File: config.mk
export PLATFORM = sky130hd
export DESIGN_NAME = sysbus_master
export DESIGN_NICKNAME = d
export VERILOG_FILES = /design/src/hw/sysbus_pkg.sv /design/src/hw/steer_if.sv /design/src/hw/sysbus_master.sv /design/src/hw/lane_steer.sv
export SDC_FILE = /design/constraint.sdc
export NUM_CORES = 1
export LEC_CHECK = 0
export BUFFER_PORTS_ARGS = -buffer_cell sky130_fd_sc_hd__buf_4
export CAP_MARGIN = 20
export CORE_ASPECT_RATIO = 0.7
export CORE_MARGIN = 2
export CORE_UTILIZATION = 57
export DETAILED_ROUTE_END_ITERATION = 10
export PLACE_DENSITY = 0.83
export SLEW_MARGIN = 20
export SYNTH_ARGS = -nofsm -noshare
export SYNTH_HDL_FRONTEND = slang
export SYNTH_SLANG_ARGS = --single-unit
File: constraint.sdc
create_clock -name pclk -period 4.2 [get_ports pclk]
set_input_delay 0.42 -clock pclk [delete_from_list [all_inputs] [get_ports pclk]]
set_output_delay 0.42 -clock pclk [all_outputs]
set_load 0.03 [all_outputs]
File: src/hw/sysbus_pkg.sv
/*
  Constants shared by the backplane master controller and its bench; the lane steering helper uses none.
  Assumes a 200 MHz pclk; all backplane timing is counted in pclk cycles.
*/
package sysbus_pkg;
  // Clock and backplane timing
  localparam int CLK_MHZ = 200;
  localparam int ADDR_SETUP_NS = 50;
  localparam int ADDR_HOLD_NS = 50;
  localparam int CMD_WIDTH_NS = 100;
  localparam int SETUP_CYC = (ADDR_SETUP_NS * CLK_MHZ + 999) / 1000;
  localparam int HOLD_CYC = (ADDR_HOLD_NS * CLK_MHZ + 999) / 1000;
  localparam int CMD_CYC = (CMD_WIDTH_NS * CLK_MHZ + 999) / 1000;

  // Register offsets
  localparam logic [7:0] OFF_CTRL = 8'h00;
  localparam logic [7:0] OFF_ADDR = 8'h04;
  localparam logic [7:0] OFF_WDATA = 8'h08;
  localparam logic [7:0] OFF_RDATA = 8'h0c;
  localparam logic [7:0] OFF_STATUS = 8'h10;
  localparam logic [7:0] OFF_VECTOR = 8'h14;

  // Control fields
  localparam int CTRL_START = 0;
  localparam int CTRL_OP_LSB = 1;
  localparam int CTRL_WORD = 4;
  localparam int CTRL_NARROW = 5;
  localparam int CTRL_THREE = 6;

  // Status fields
  localparam int STAT_BUSY = 0;
  localparam int STAT_DONE = 1;
  localparam int STAT_INH = 2;
  localparam int STAT_REQ_LSB = 8;
  localparam int STAT_CODE_LSB = 16;

  // Interrupt code position on the address lines
  localparam int CODE_LSB = 8;

  // Reset values
  localparam logic [5:0] CTRL_RST = 6'h00;
  localparam logic [19:0] ADDR_RST = 20'h00000;
  localparam logic [15:0] DATA_RST = 16'h0000;

  typedef enum logic [2:0] {
    OP_MEM_RD = 3'h0,
    OP_MEM_WR = 3'h1,
    OP_IO_RD = 3'h2,
    OP_IO_WR = 3'h3,
    OP_INTERRUPT_ACK_CMD_N = 3'h4
  } op_t;
endpackage

File: src/hw/steer_if.sv
/*
  Bundle between the master controller and its lane steering helper.
  Assumes both ends sit in the pclk domain; the bundle is purely combinational.
*/
`timescale 1ns/1ps
interface steer_if;
  logic word;
  logic [15:0] wdata;
  logic [15:0] lanes_out;
  logic [1:0] lane_oe;
  logic byte_high_enable_n_act;
  logic [15:0] lanes_in;
  logic [15:0] rd_val;
  logic [7:0] req_act;
  logic [2:0] code;
  logic req_any;

  modport ctrl (output word, wdata, lanes_in, req_act,
                input lanes_out, lane_oe, byte_high_enable_n_act, rd_val, code, req_any);
  modport steer (input word, wdata, lanes_in, req_act,
                 output lanes_out, lane_oe, byte_high_enable_n_act, rd_val, code, req_any);
endinterface

File: src/hw/sysbus_master.sv
/*
  Backplane bus master: memory and I/O transfers with byte steering, and the
  bus-vectored interrupt acknowledge sequence, ordered by software over APB.
  Assumes slaves hold acknowledge until the command is removed; all backplane
  inputs are asynchronous and are synchronised here.
*/
// Our own choices: the address map and the APB register port.
`timescale 1ns/1ps
module sysbus_master (
  // Clock and reset
  input wire logic pclk,
  input wire logic presetn,
  // APB slave
  input wire logic psel,
  input wire logic penable,
  input wire logic pwrite,
  input wire logic [7:0] paddr,
  input wire logic [31:0] pwdata,
  output logic [31:0] prdata,
  output logic pready,
  output logic pslverr,
  // Backplane address and control
  output logic [19:0] address_lines_n,
  output logic ctl_oe,
  output logic byte_high_enable_n,
  output logic mem_read_cmd_n,
  output logic mem_write_cmd_n,
  output logic io_read_cmd_n,
  output logic io_write_cmd_n,
  output logic interrupt_ack_cmd_n,
  output logic bus_lock_n,
  // Backplane data, two-way
  output logic [15:0] data_lines_n_out,
  output logic [1:0] data_lines_oe,
  input wire logic [15:0] data_lines_n_in,
  // Backplane responses
  input wire logic transfer_ack_n,
  input wire logic memory_inhibit_n,
  input wire logic [7:0] interrupt_request_lines_n
);
  typedef enum logic [1:0] {S_IDLE, S_SETUP, S_ACTIVE, S_RECOVER} state_t;

  // Pin synchronisers
  logic [25:0] sync1_ff, sync2_ff;
  always_ff @(posedge pclk or negedge presetn) begin
    if (!presetn) begin
      sync1_ff <= 26'h3ffffff;
      sync2_ff <= 26'h3ffffff;
    end else begin
      sync1_ff <= {data_lines_n_in, transfer_ack_n, memory_inhibit_n, interrupt_request_lines_n};
      sync2_ff <= sync1_ff;
    end
  end
  logic [15:0] data_s;
  logic ack_s, inh_s;
  logic [7:0] req_s;
  assign data_s = sync2_ff[25:10];
  assign ack_s = ~sync2_ff[9];
  assign inh_s = ~sync2_ff[8];
  assign req_s = ~sync2_ff[7:0];

  // APB registers
  logic [5:0] ctrl_ff, nxt_ctrl;
  logic [19:0] addr_ff, nxt_addr;
  logic [15:0] wdata_ff, nxt_wdata;
  logic [31:0] prdata_ff, nxt_prdata;
  logic pready_ff, nxt_pready, pslverr_ff, nxt_pslverr;
  // Engine registers
  state_t state_ff, nxt_state;
  logic [4:0] cnt_ff, nxt_cnt;
  logic [1:0] step_ff, nxt_step;
  logic [15:0] rdata_ff, nxt_rdata, vec_ff, nxt_vec;
  logic done_ff, nxt_done, inh_ff, nxt_inh;
  logic [7:0] frz_ff, nxt_frz;
  logic [2:0] code_ff, nxt_code;
  logic [19:0] adr_pin_ff, nxt_adr_pin;
  logic [15:0] dout_ff, nxt_dout;
  logic [1:0] doe_ff, nxt_doe;
  logic [4:0] cmd_ff, nxt_cmd;
  logic byte_high_enable_n_ff, nxt_byte_high_enable_n, oe_ff, nxt_oe, lock_ff, nxt_lock;

  logic setup_ph, acc_wr, mapped, start, done_clr, busy;
  logic [2:0] op;
  logic is_interrupt_ack_cmd_n, is_wr, split, cur_word;
  logic [1:0] last_step;
  logic [19:0] cur_addr;
  steer_if sif ();

  lane_steer u_steer (.sif(sif));

  assign op = ctrl_ff[2:0];
  assign busy = (state_ff != S_IDLE);
  assign setup_ph = psel && !penable;
  assign acc_wr = psel && penable && pready_ff && pwrite;
  assign mapped = (paddr == sysbus_pkg::OFF_CTRL) || (paddr == sysbus_pkg::OFF_ADDR) ||
                  (paddr == sysbus_pkg::OFF_WDATA) || (paddr == sysbus_pkg::OFF_RDATA) ||
                  (paddr == sysbus_pkg::OFF_STATUS) || (paddr == sysbus_pkg::OFF_VECTOR);
  assign start = acc_wr && (paddr == sysbus_pkg::OFF_CTRL) && pwdata[sysbus_pkg::CTRL_START] && !busy;
  assign done_clr = acc_wr && (paddr == sysbus_pkg::OFF_STATUS) && pwdata[sysbus_pkg::STAT_DONE];

  always_comb begin
    nxt_ctrl = ctrl_ff;
    nxt_addr = addr_ff;
    nxt_wdata = wdata_ff;
    nxt_prdata = prdata_ff;
    nxt_pready = setup_ph;
    nxt_pslverr = setup_ph && !mapped;
    if (setup_ph) begin
      case (paddr)
        sysbus_pkg::OFF_CTRL: nxt_prdata = {25'h0, ctrl_ff, 1'b0};
        sysbus_pkg::OFF_ADDR: nxt_prdata = {12'h0, addr_ff};
        sysbus_pkg::OFF_WDATA: nxt_prdata = {16'h0, wdata_ff};
        sysbus_pkg::OFF_RDATA: nxt_prdata = {16'h0, rdata_ff};
        sysbus_pkg::OFF_STATUS: nxt_prdata = {13'h0, code_ff, req_s, 5'h0, inh_ff, done_ff, busy};
        sysbus_pkg::OFF_VECTOR: nxt_prdata = {16'h0, vec_ff};
        default: nxt_prdata = 32'h0;
      endcase
    end
    // Order fields are frozen while a transfer runs
    if (acc_wr && !busy) begin
      case (paddr)
        sysbus_pkg::OFF_CTRL: nxt_ctrl = pwdata[sysbus_pkg::CTRL_THREE:sysbus_pkg::CTRL_OP_LSB];
        sysbus_pkg::OFF_ADDR: nxt_addr = pwdata[19:0];
        sysbus_pkg::OFF_WDATA: nxt_wdata = pwdata[15:0];
        default: ;
      endcase
    end
  end

  always_ff @(posedge pclk or negedge presetn) begin
    if (!presetn) begin
      ctrl_ff <= sysbus_pkg::CTRL_RST;
      addr_ff <= sysbus_pkg::ADDR_RST;
      wdata_ff <= sysbus_pkg::DATA_RST;
      prdata_ff <= 32'h0;
      pready_ff <= 1'b0;
      pslverr_ff <= 1'b0;
    end else begin
      ctrl_ff <= nxt_ctrl;
      addr_ff <= nxt_addr;
      wdata_ff <= nxt_wdata;
      prdata_ff <= nxt_prdata;
      pready_ff <= nxt_pready;
      pslverr_ff <= nxt_pslverr;
    end
  end

  // Per-step transfer shape; use nxt_ctrl so the launch step sees fresh orders
  logic [5:0] cfg;
  assign cfg = start ? nxt_ctrl : ctrl_ff;
  assign is_interrupt_ack_cmd_n = (cfg[2:0] == sysbus_pkg::OP_INTERRUPT_ACK_CMD_N);
  assign is_wr = (cfg[2:0] == sysbus_pkg::OP_MEM_WR) || (cfg[2:0] == sysbus_pkg::OP_IO_WR);
  assign split = cfg[sysbus_pkg::CTRL_WORD - 1] && (addr_ff[0] || cfg[sysbus_pkg::CTRL_NARROW - 1]);
  assign cur_word = cfg[sysbus_pkg::CTRL_WORD - 1] && !split && !is_interrupt_ack_cmd_n;
  assign last_step = is_interrupt_ack_cmd_n ? (cfg[sysbus_pkg::CTRL_THREE - 1] ? 2'h2 : 2'h1) : (split ? 2'h1 : 2'h0);
  assign cur_addr = addr_ff + {19'h0, nxt_step[0] & split};
  assign sif.word = cur_word;
  assign sif.wdata = cur_word ? wdata_ff : {8'h00, (split && nxt_step[0]) ? wdata_ff[15:8] : wdata_ff[7:0]};
  assign sif.lanes_in = data_s;
  assign sif.req_act = frz_ff;

  always_comb begin
    nxt_state = state_ff;
    nxt_cnt = cnt_ff;
    nxt_step = step_ff;
    nxt_rdata = rdata_ff;
    nxt_vec = vec_ff;
    nxt_inh = inh_ff;
    nxt_frz = frz_ff;
    nxt_code = code_ff;
    nxt_adr_pin = adr_pin_ff;
    nxt_dout = dout_ff;
    nxt_doe = doe_ff;
    nxt_cmd = cmd_ff;
    nxt_byte_high_enable_n = byte_high_enable_n_ff;
    nxt_oe = oe_ff;
    nxt_lock = lock_ff;
    nxt_done = done_ff && !done_clr;
    case (state_ff)
      S_IDLE: begin
        nxt_step = 2'h0;
        if (start) begin
          nxt_state = S_SETUP;
          nxt_cnt = 5'h0;
          nxt_inh = 1'b0;
          nxt_oe = 1'b1;
          nxt_lock = is_interrupt_ack_cmd_n;
        end
      end
      S_SETUP: begin
        nxt_cnt = cnt_ff + 5'h1;
        if (cnt_ff == 5'(sysbus_pkg::SETUP_CYC - 1)) begin
          nxt_state = S_ACTIVE;
          nxt_cnt = 5'h0;
          case (op)
            sysbus_pkg::OP_MEM_RD: nxt_cmd = 5'b11110;
            sysbus_pkg::OP_MEM_WR: nxt_cmd = 5'b11101;
            sysbus_pkg::OP_IO_RD: nxt_cmd = 5'b11011;
            sysbus_pkg::OP_IO_WR: nxt_cmd = 5'b10111;
            default: nxt_cmd = 5'b01111;
          endcase
          if (is_interrupt_ack_cmd_n && step_ff == 2'h0) begin
            nxt_frz = req_s;
          end
        end
      end
      S_ACTIVE: begin
        if (inh_s) begin
          nxt_inh = 1'b1;
        end
        if (cnt_ff != 5'(sysbus_pkg::CMD_CYC - 1)) begin
          nxt_cnt = cnt_ff + 5'h1;
        end else if (ack_s) begin
          // Command drops; write data and address stay up through recovery
          nxt_state = S_RECOVER;
          nxt_cnt = 5'h0;
          nxt_cmd = 5'h1f;
          if (is_interrupt_ack_cmd_n) begin
            if (step_ff == 2'h0) begin
              nxt_code = sif.code;
            end else if (step_ff == 2'h1) begin
              nxt_vec = {8'h00, sif.rd_val[7:0]};
            end else begin
              nxt_vec = {sif.rd_val[7:0], vec_ff[7:0]};
            end
          end else if (!is_wr) begin
            if (cur_word) begin
              nxt_rdata = sif.rd_val;
            end else if (split && step_ff[0]) begin
              nxt_rdata = {sif.rd_val[7:0], rdata_ff[7:0]};
            end else begin
              nxt_rdata = {8'h00, sif.rd_val[7:0]};
            end
          end
        end
      end
      S_RECOVER: begin
        if (cnt_ff != 5'(sysbus_pkg::HOLD_CYC - 1)) begin
          nxt_cnt = cnt_ff + 5'h1;
        end else if (!ack_s) begin
          // Slave keeps acknowledge up until it sees the command gone
          nxt_cnt = 5'h0;
          if (step_ff == last_step) begin
            nxt_state = S_IDLE;
            nxt_oe = 1'b0;
            nxt_doe = 2'h0;
            nxt_lock = 1'b0;
            nxt_done = 1'b1;
          end else begin
            nxt_state = S_SETUP;
            nxt_step = step_ff + 2'h1;
          end
        end
      end
      default: nxt_state = S_IDLE;
    endcase
    // Address and write data are loaded on the same edge
    if (nxt_state == S_SETUP && state_ff != S_SETUP) begin
      if (is_interrupt_ack_cmd_n) begin
        nxt_adr_pin = ~((nxt_step == 2'h0) ? 20'h0 : (20'(nxt_code) << sysbus_pkg::CODE_LSB));
        nxt_doe = 2'h0;
        nxt_byte_high_enable_n = 1'b1;
      end else begin
        nxt_adr_pin = ~cur_addr;
        nxt_dout = sif.lanes_out;
        nxt_doe = is_wr ? sif.lane_oe : 2'h0;
        nxt_byte_high_enable_n = ~sif.byte_high_enable_n_act;
      end
    end
    if (nxt_done && !done_ff) begin
      nxt_done = 1'b1;
    end
  end

  always_ff @(posedge pclk or negedge presetn) begin
    if (!presetn) begin
      state_ff <= S_IDLE;
      cnt_ff <= 5'h0;
      step_ff <= 2'h0;
      rdata_ff <= sysbus_pkg::DATA_RST;
      vec_ff <= sysbus_pkg::DATA_RST;
      done_ff <= 1'b0;
      inh_ff <= 1'b0;
      frz_ff <= 8'h00;
      code_ff <= 3'h0;
      adr_pin_ff <= 20'hfffff;
      dout_ff <= 16'hffff;
      doe_ff <= 2'h0;
      cmd_ff <= 5'h1f;
      byte_high_enable_n_ff <= 1'b1;
      oe_ff <= 1'b0;
      lock_ff <= 1'b0;
    end else begin
      state_ff <= nxt_state;
      cnt_ff <= nxt_cnt;
      step_ff <= nxt_step;
      rdata_ff <= nxt_rdata;
      vec_ff <= nxt_vec;
      done_ff <= nxt_done;
      inh_ff <= nxt_inh;
      frz_ff <= nxt_frz;
      code_ff <= nxt_code;
      adr_pin_ff <= nxt_adr_pin;
      dout_ff <= nxt_dout;
      doe_ff <= nxt_doe;
      cmd_ff <= nxt_cmd;
      byte_high_enable_n_ff <= nxt_byte_high_enable_n;
      oe_ff <= nxt_oe;
      lock_ff <= nxt_lock;
    end
  end

  assign prdata = prdata_ff;
  assign pready = pready_ff;
  assign pslverr = pslverr_ff;
  assign address_lines_n = adr_pin_ff;
  assign ctl_oe = oe_ff;
  assign byte_high_enable_n = byte_high_enable_n_ff;
  assign mem_read_cmd_n = cmd_ff[0];
  assign mem_write_cmd_n = cmd_ff[1];
  assign io_read_cmd_n = cmd_ff[2];
  assign io_write_cmd_n = cmd_ff[3];
  assign interrupt_ack_cmd_n = cmd_ff[4];
  assign bus_lock_n = ~lock_ff;
  assign data_lines_n_out = dout_ff;
  assign data_lines_oe = doe_ff;

  // Checks
  logic any_cmd, wr_cmd;
  assign any_cmd = ~&cmd_ff;
  assign wr_cmd = ~cmd_ff[1] | ~cmd_ff[3];
endmodule

File: src/hw/lane_steer.sv
/*
  Byte lane steering and interrupt priority encoding for the backplane master.
  Assumes lanes_in is already synchronised; pins are active low.
*/
`timescale 1ns/1ps
module lane_steer (
  // Controller side
  steer_if.steer sif
);
  always_comb begin
    if (sif.word) begin
      // Even byte on low lines, odd byte on high lines
      sif.lanes_out = ~sif.wdata;
      sif.lane_oe = 2'h3;
      sif.byte_high_enable_n_act = 1'b1;
      sif.rd_val = ~sif.lanes_in;
    end else begin
      // Any single byte, even or swapped odd, rides the low lines
      sif.lanes_out = {8'hff, ~sif.wdata[7:0]};
      sif.lane_oe = 2'h1;
      sif.byte_high_enable_n_act = 1'b0;
      sif.rd_val = {8'h00, ~sif.lanes_in[7:0]};
    end
  end

  // Line zero wins over all others
  always_comb begin
    sif.code = 3'h0;
    sif.req_any = 1'b0;
    for (int i = 7; i >= 0; i--) begin
      if (sif.req_act[i]) begin
        sif.code = 3'(i);
        sif.req_any = 1'b1;
      end
    end
  end
endmodule

==> flow_summary.ini, run 1 <==
[routing]
ant_nets = 0
detailroute.via_count = 7342
drtIter0Drc = 711
drt-pass1-iter-count = 5
drt_drc_violations_left = 0
wl_per_cell_um = 21.6
totalWireLength_um = 25900
vias_per_cell = 6.12

[pwr]
share_comb_of_total_power_pct = 19.6
worst_ir_drop_vdd_mv = 0.288
power.switching_fraction_pct = 29.9
switching_power_mw = 1.57
power.leakage_nw = 4.99
power.sequential.fraction_pct = 45.4
cell_internal_pwr_mw = 3.66
clock_group_share_of_total_power_pct = 35.0
p_per_area_nw_per_um2 = 457

[synthesis]
synth.top_cell.area_share_pct = 31.6
yosysTopAreaCell = sky130_fd_sc_hd__dfrtp_1
asyncSetResetFlopFracSynth_pct = 100
synthFlopType = sky130_fd_sc_hd__dfrtp_1
ys_ff_latch = 216
syn_inst = 838
synth.most_common_cell = sky130_fd_sc_hd__dfrtp_1
synth.top_cells.by_count = sky130_fd_sc_hd__dfrtp_1, sky130_fd_sc_hd__dfstp_2, sky130_fd_sc_hd__nand2_1
synth.avg_cell_area_um2 = 11.5
yosys-top-cells-area = sky130_fd_sc_hd__dfrtp_1, sky130_fd_sc_hd__dfstp_2, sky130_fd_sc_hd__mux2_2, sky130_fd_sc_hd__o21ai_0, sky130_fd_sc_hd__nand2_1
syn_area_um2 = 9660
synth_edf_count = 0
synth_seq_area_share_pct = 57.2
ys_types = 72
yosys_warnings = 0

[worst_setup_path]
critical_path.cell_chain = inv_1 -> ha_1 -> and2_1 -> nand4_1 -> nor3_1 -> o311ai_2 -> a211oi_2 -> ha_1 -> and4_1 -> nor2b_1 -> nand3_1 -> xnor2_1 -> a31oi_1
critPathTopFamily = simple AND/OR/NAND/NOR gates
critPathBufInv = 1
crit_path_start_kind = flip-flop
critPathKind = flip-flop to flip-flop
worst-path-max-fanout = 6
cpPeakStageDelay_ns = 0.49
end_kind = flip-flop
cp_data_arrival_time_ns = 3.97
critical_path_required_ns = 4.63
critical-path-top-cell-by-count = sky130_fd_sc_hd__ha_1
slowest_cell_on_the_critical_path = sky130_fd_sc_hd__a211oi_2

[global_routing]
first_global_vias = 7088
gr-usage-all-layers_pct = 28.8
wire_length_of_the_first_global_routing_pass_um = 40300
grt_max_degree = 113
antenna_found_initial = 0
grt_overflow_total = 0

[hold_path]
worst_hold_path_type = input port to async pin

[finish]
area.growth.synth_to_final_pct = 18.6
finalNetCount = 1041
post_route_cells_drive_above_1_share_pct = 36.0
final-instance-count-excl-fill = 1200
number_of_diodes = 0
design_area_um2 = 11500
layout.filler_cells = 1181

[sta]
slew_headroom_pct = 28.7
setup_repair_after_global_routing_missed_its_margin = false
report.final.hold_viol_count = 3
layout_worst_path_cycle_share_pct = 84.4
skew_ns = 0.0123
measured_slew_at_the_worst_slew_check_pin_ns = 1.07
timing.final.crit_period_ns = 3.54
slew_violations = 0
final.setup.tns_ns = 0
setup_violations = 0
maxClockFrequency_mhz = 282
tightest_hold_margin_ns = -0.0205

[clock_network]
worstSkewPairLatency_ns = 0.51
cts_hold_repair.buffers = 0
clock_sinks = 216
post_cts_resize_count = 0
max-clock-path-buffers = 3
clk_pin_slew_ns = 0.07
cts_made_buffers = 21
root_buffer = sky130_fd_sc_hd__clkbuf_16
cts.htree.levels = 1
cts_tree = yes
cts_post_setup_buffers_inserted = 0

[place]
place_congestion = 0.905
numPortBuffers = 126
hpwl_um = 17900
area_of_placed_instances_um2 = 10800
post-place-cells = 1160

[die]
rows = 39
die_span_in_x_um = 160
die_height_um = 113
design.core.area_um2 = 16400
floorplan.die_area_um2 = 18000
top_level_ports = 151
initial_core_util_pct = 58.7

[flow_run]
drv_cap = 0

[outcome]
failed_checks = negative hold slack
outcome = finished, violations left
-- kinds of logic after synthesis --
group / Yosys count / share of synthesized area [%]
multiplexers: 87 / 10.0
flip-flops: 216 / 57.2
XOR/XNOR: 19 / 1.72
AND/OR/NAND/NOR: 232 / 12.1
buffers and inverters: 77 / 3.82
AO/OA/AOI/OAI: 196 / 13.8
other: 1 / 0.0388
adder cells (fa/ha/maj): 10 / 1.30
-- final cells by class --
type	instances	area, µm²	area share, %
clock buffer	25	551	4.81
clock inverter	13	110	0.961
inverter	22	82.6	0.721
multi-input combinational	556	3820	33.4
sequential	216	5520	48.2
tap	225	282	2.46
timing repair buffer	143	1080	9.47
-- worst paths after layout --
kind / depth (start not counted) / slack [ns] / end / start
max: 13 / 0.66 / address_lines_n[19] / state_ff[1]
max in group asynchronous: 2 / 3.01 / sync2_ff[19] / presetn
max reg2reg: 13 / 0.66 / address_lines_n[19] / state_ff[1]
min: 1 / -0.02 / state_ff[1] / presetn
min in group pclk: 1 / 0.01 / sync1_ff[16] / data_lines_n_in[6]
min reg2reg: 0 / 0.35 / sync2_ff[25] / sync1_ff[25]
-- power by group through the flow --
stage	clock (mW)	sequential, mW	combinational (mW)
global route	1.93	2.39	1.10
detailed placement	0	2.41	1.01
CTS	1.85	2.37	1.02
floorplan	0	2.53	0.529
global placement	0	2.40	1.00
finish	1.83	2.37	1.03
-- layer usage --
metal / track usage, % / vias to the layer above / share of wire (%)
met5: 0 / - / 0
met4: 9.27 / 0 / 3.0
met3: 7.70 / 68 / 11
met2: 41.4 / 404 / 42
met1: 43.0 / 3613 / 44
li1: - / 3257 / -
-- metrics by stage --
step	total power, mW	util (%)	worst slack (ns)
floorplan	3.06	-	0.921
global placement	3.40	65.5	0.532
detailed placement	3.42	65.5	0.517
CTS	5.24	69.5	0.733
global route	5.42	69.6	0.356
finish	5.23	69.6	0.656
-- flip-flops by register name, indices dropped and copies added, names as in the netlist, 6 cells and up --
| register | flops |
|---|---|
| data_lines_n_out | 16 |
| address_lines_n | 20 |
| vec_ff | 16 |
| frz_ff | 8 |
| addr_ff | 20 |
| sync2_ff | 26 |
| sync1_ff | 26 |
| ctrl_ff | 6 |
| wdata_ff | 16 |
| prdata | 20 |
| rdata_ff | 16 |
-- cells in the final DEF, fill, tap and decap left out, types with 21 or more instances in the layout --
cell	instances
sky130_fd_sc_hd__nor2_1	45
sky130_fd_sc_hd__mux2_2	59
sky130_fd_sc_hd__clkbuf_16	21
sky130_fd_sc_hd__buf_4	140
sky130_fd_sc_hd__nand2_1	94
sky130_fd_sc_hd__o21ai_0	72
sky130_fd_sc_hd__inv_1	21
sky130_fd_sc_hd__dfrtp_1	122
sky130_fd_sc_hd__dfstp_2	94
sky130_fd_sc_hd__a31oi_1	23
sky130_fd_sc_hd__mux2i_1	22
Power figures use the tool's default switching activity.
==> run 2, diff against run 1 <==
--- a/config.mk
+++ b/config.mk
@@ -9,9 +9,9 @@
 export CAP_MARGIN = 20
 export CORE_ASPECT_RATIO = 0.7
 export CORE_MARGIN = 2
-export CORE_UTILIZATION = 57
+export CORE_UTILIZATION = 51
 export DETAILED_ROUTE_END_ITERATION = 10
-export PLACE_DENSITY = 0.83
+export PLACE_DENSITY = 0.79
 export SLEW_MARGIN = 20
 export SYNTH_ARGS = -nofsm -noshare
 export SYNTH_HDL_FRONTEND = slang
==> constraint.sdc (replaced) <==
create_clock -name pclk -period 3.2 [get_ports pclk]
set_input_delay 0.32 -clock pclk [delete_from_list [all_inputs] [get_ports pclk]]
set_output_delay 0.32 -clock pclk [all_outputs]
set_load 0.03 [all_outputs]
==> flow_summary.ini, run 2 (same netlist as run 1, synthesis figures left out) <==
[outcome]
outcome = finished, final reports clean

[global_routing]
grt_overflow_total = 0
antenna_found_initial = 0
first_global_vias = 7374
gr-usage-all-layers_pct = 26.8
grt_max_degree = 89
wire_length_of_the_first_global_routing_pass_um = 41700

[routing]
drt_drc_violations_left = 0
wl_per_cell_um = 20.8
drt-pass1-iter-count = 5
ant_nets = 0
drtIter0Drc = 912
vias_per_cell = 5.85
detailroute.via_count = 7449
totalWireLength_um = 26500

[sta]
layout_worst_path_cycle_share_pct = 93.3
measured_slew_at_the_worst_slew_check_pin_ns = 0.755
slew_headroom_pct = 49.7
final.setup.tns_ns = 0
report.final.hold_viol_count = 0
timing.final.crit_period_ns = 2.98
setup_violations = 0
skew_ns = 0.0173
maxClockFrequency_mhz = 335
layout_setup_ws_ns = 0.215
slew_violations = 0

[die]
die_height_um = 119
rows = 42
initial_core_util_pct = 51.6
design.core.area_um2 = 18700
floorplan.die_area_um2 = 20100
die_span_in_x_um = 168
top_level_ports = 151

[worst_setup_path]
slowest_cell_on_the_critical_path = sky130_fd_sc_hd__dfrtp_1
critPathTopFamily = simple AND/OR/NAND/NOR gates
critical_path_required_ns = 3.63
r2r.worst_path.cells = 14
worstSetupStartpoint = state_ff[0]
timing.critical_path.depth = 14
worst-r2r-setup-slack_ns = 0.22
crit_end = address_lines_n[18]
critical-path-top-cell-by-count = sky130_fd_sc_hd__nand4_1
crit_path_start_kind = flip-flop
cp_data_arrival_time_ns = 3.41
critPathKind = flip-flop to flip-flop
worst-path-max-fanout = 5
critical_path.cell_chain = inv_2 -> ha_2 -> and2_4 -> nand4_1 -> buf_6 -> mux2_4 -> o311ai_2 -> a211oi_2 -> buf_4 -> ha_1 -> nand4_1 -> nor3_1 -> xor2_1 -> a31oi_1
rr_endpoint = address_lines_n[18]
critPathBufInv = 3
cpPeakStageDelay_ns = 0.41
worstReg2RegStart = state_ff[0]
end_kind = flip-flop

[finish]
top_regs = sync1_ff (26), sync2_ff (26)
design_area_um2 = 12100
layout.filler_cells = 1461
most-common-layout-cells = sky130_fd_sc_hd__buf_4, sky130_fd_sc_hd__dfrtp_1, sky130_fd_sc_hd__nand2_1, sky130_fd_sc_hd__dfstp_2, sky130_fd_sc_hd__o21ai_0
final-instance-count-excl-fill = 1274
area.growth.synth_to_final_pct = 25.1
multi_input_comb_area_um2 = 3850
ff_latch_area_um2 = 5520
number_of_diodes = 0
finalNetCount = 1098
layout_commonest_cell = sky130_fd_sc_hd__buf_4
post_route_cells_drive_above_1_share_pct = 37.8

[clock_network]
root_buffer = sky130_fd_sc_hd__clkbuf_16
clock_sinks = 216
cts_tree = yes
max-clock-path-buffers = 3
cts_made_buffers = 21
worstSkewPairLatency_ns = 0.51
cts.htree.levels = 1
clk_pin_slew_ns = 0.07

[place]
numPortBuffers = 126
place_congestion = 0.924
post-place-cells = 1203
area_of_placed_instances_um2 = 11000
dp_slack_ns = 0.170
hpwl_um = 18700

[hold_path]
worst_hold_path_type = input port to flip-flop

[flow_run]
drv_cap = 0

[pwr]
power.leakage_nw = 5.27
p_per_area_nw_per_um2 = 592
worst_ir_drop_vdd_mv = 0.502
## run 2: cell count changes in the layout (fill, tap and decap cells not counted), moves of 2 or more
cell	before	now
sky130_fd_sc_hd__buf_12	0	4
sky130_fd_sc_hd__buf_4	140	166
sky130_fd_sc_hd__bufinv_16	1	3
sky130_fd_sc_hd__clkbuf_1	3	8
sky130_fd_sc_hd__clkinv_2	5	2
sky130_fd_sc_hd__clkinvlp_4	3	0
sky130_fd_sc_hd__dlygate4sd3_1	2	27
sky130_fd_sc_hd__ha_1	10	8
sky130_fd_sc_hd__ha_2	0	2
sky130_fd_sc_hd__inv_1	21	19
sky130_fd_sc_hd__inv_2	0	2
sky130_fd_sc_hd__nor3_1	8	6
sky130_fd_sc_hd__nor3_2	1	4
## run 2: repair_timing
action	CTS	global route
hold endpoints to repair	88	0
gates resized for setup	0	11
hold buffers	27	0
setup endpoints to repair	0	11
setup buffers	0	5
## run 2: metal layers
layer | share of wire, % | vias up | global-route usage [%]
li1 | - | 3360 | -
met2 | 44 | 360 | 39.5
met4 | 2.4 | 0 | 6.79
met1 | 45 | 3682 | 40.4
met5 | 0 | - | 0
met3 | 8.8 | 47 | 5.88
## run 2: cell type report
cell class              instances  share of cell area (%)
flip-flops and latches        216                    45.7
multi-input cells             556                    31.9
repair buffers                200                    13.5
clock buffers                  30                    4.71
well taps                     242                    2.51
clock inverters                 8                    1.05
inverters                      22                   0.684
## run 2: per-stage QoR
| step | hold slack (ns) | util, % | total power [mW] |
|---|---|---|---|
| 2_1_floorplan | 0.0244 | - | 4.02 |
| 3_3_place_gp | 0.346 | 59.0 | 4.54 |
| 3_5_place_dp | 0.347 | 59.0 | 4.57 |
| 4_1_cts | 0.0390 | 64.2 | 7.13 |
| 5_1_grt | 0.0437 | 64.6 | 7.44 |
| 6_report | 0.0411 | 64.6 | 7.15 |
## run 2: power breakdown
part | switching (mW) | total, mW | internal [mW]
clock | 1.05 | 2.54 | 1.49
sequential | 0.123 | 3.12 | 3.00
combinational | 0.892 | 1.49 | 0.594
## run 2: how the worst min path moves through the flow
| stage | start | end | slack (ns) | cells after the start |
|---|---|---|---|---|
| 6_report | pwdata[16] | addr_ff[16] | 0.04 | 2 |
| 5_1_grt | pwdata[16] | addr_ff[16] | 0.04 | 2 |
| 4_1_cts | pwdata[16] | addr_ff[16] | 0.04 | 2 |
| 3_5_place_dp | sync1_ff[14] | sync2_ff[14] | 0.35 | 0 |
| 3_3_place_gp | sync1_ff[8] | sync2_ff[8] | 0.35 | 0 |
| 2_1_floorplan | presetn | addr_ff[0] | 0.02 | 0 |
## run 2: worst register-to-register path: stages (launching register included)
cell                       delay, ns
sky130_fd_sc_hd__dfrtp_1        0.41
sky130_fd_sc_hd__inv_2          0.10
sky130_fd_sc_hd__ha_2           0.18
sky130_fd_sc_hd__and2_4         0.13
sky130_fd_sc_hd__nand4_1        0.15
sky130_fd_sc_hd__buf_6          0.19
sky130_fd_sc_hd__mux2_4         0.20
sky130_fd_sc_hd__o311ai_2       0.13
sky130_fd_sc_hd__a211oi_2       0.27
sky130_fd_sc_hd__buf_4          0.18
sky130_fd_sc_hd__ha_1           0.20
sky130_fd_sc_hd__nand4_1        0.24
sky130_fd_sc_hd__nor3_1         0.25
sky130_fd_sc_hd__xor2_1         0.17
sky130_fd_sc_hd__a31oi_1        0.09
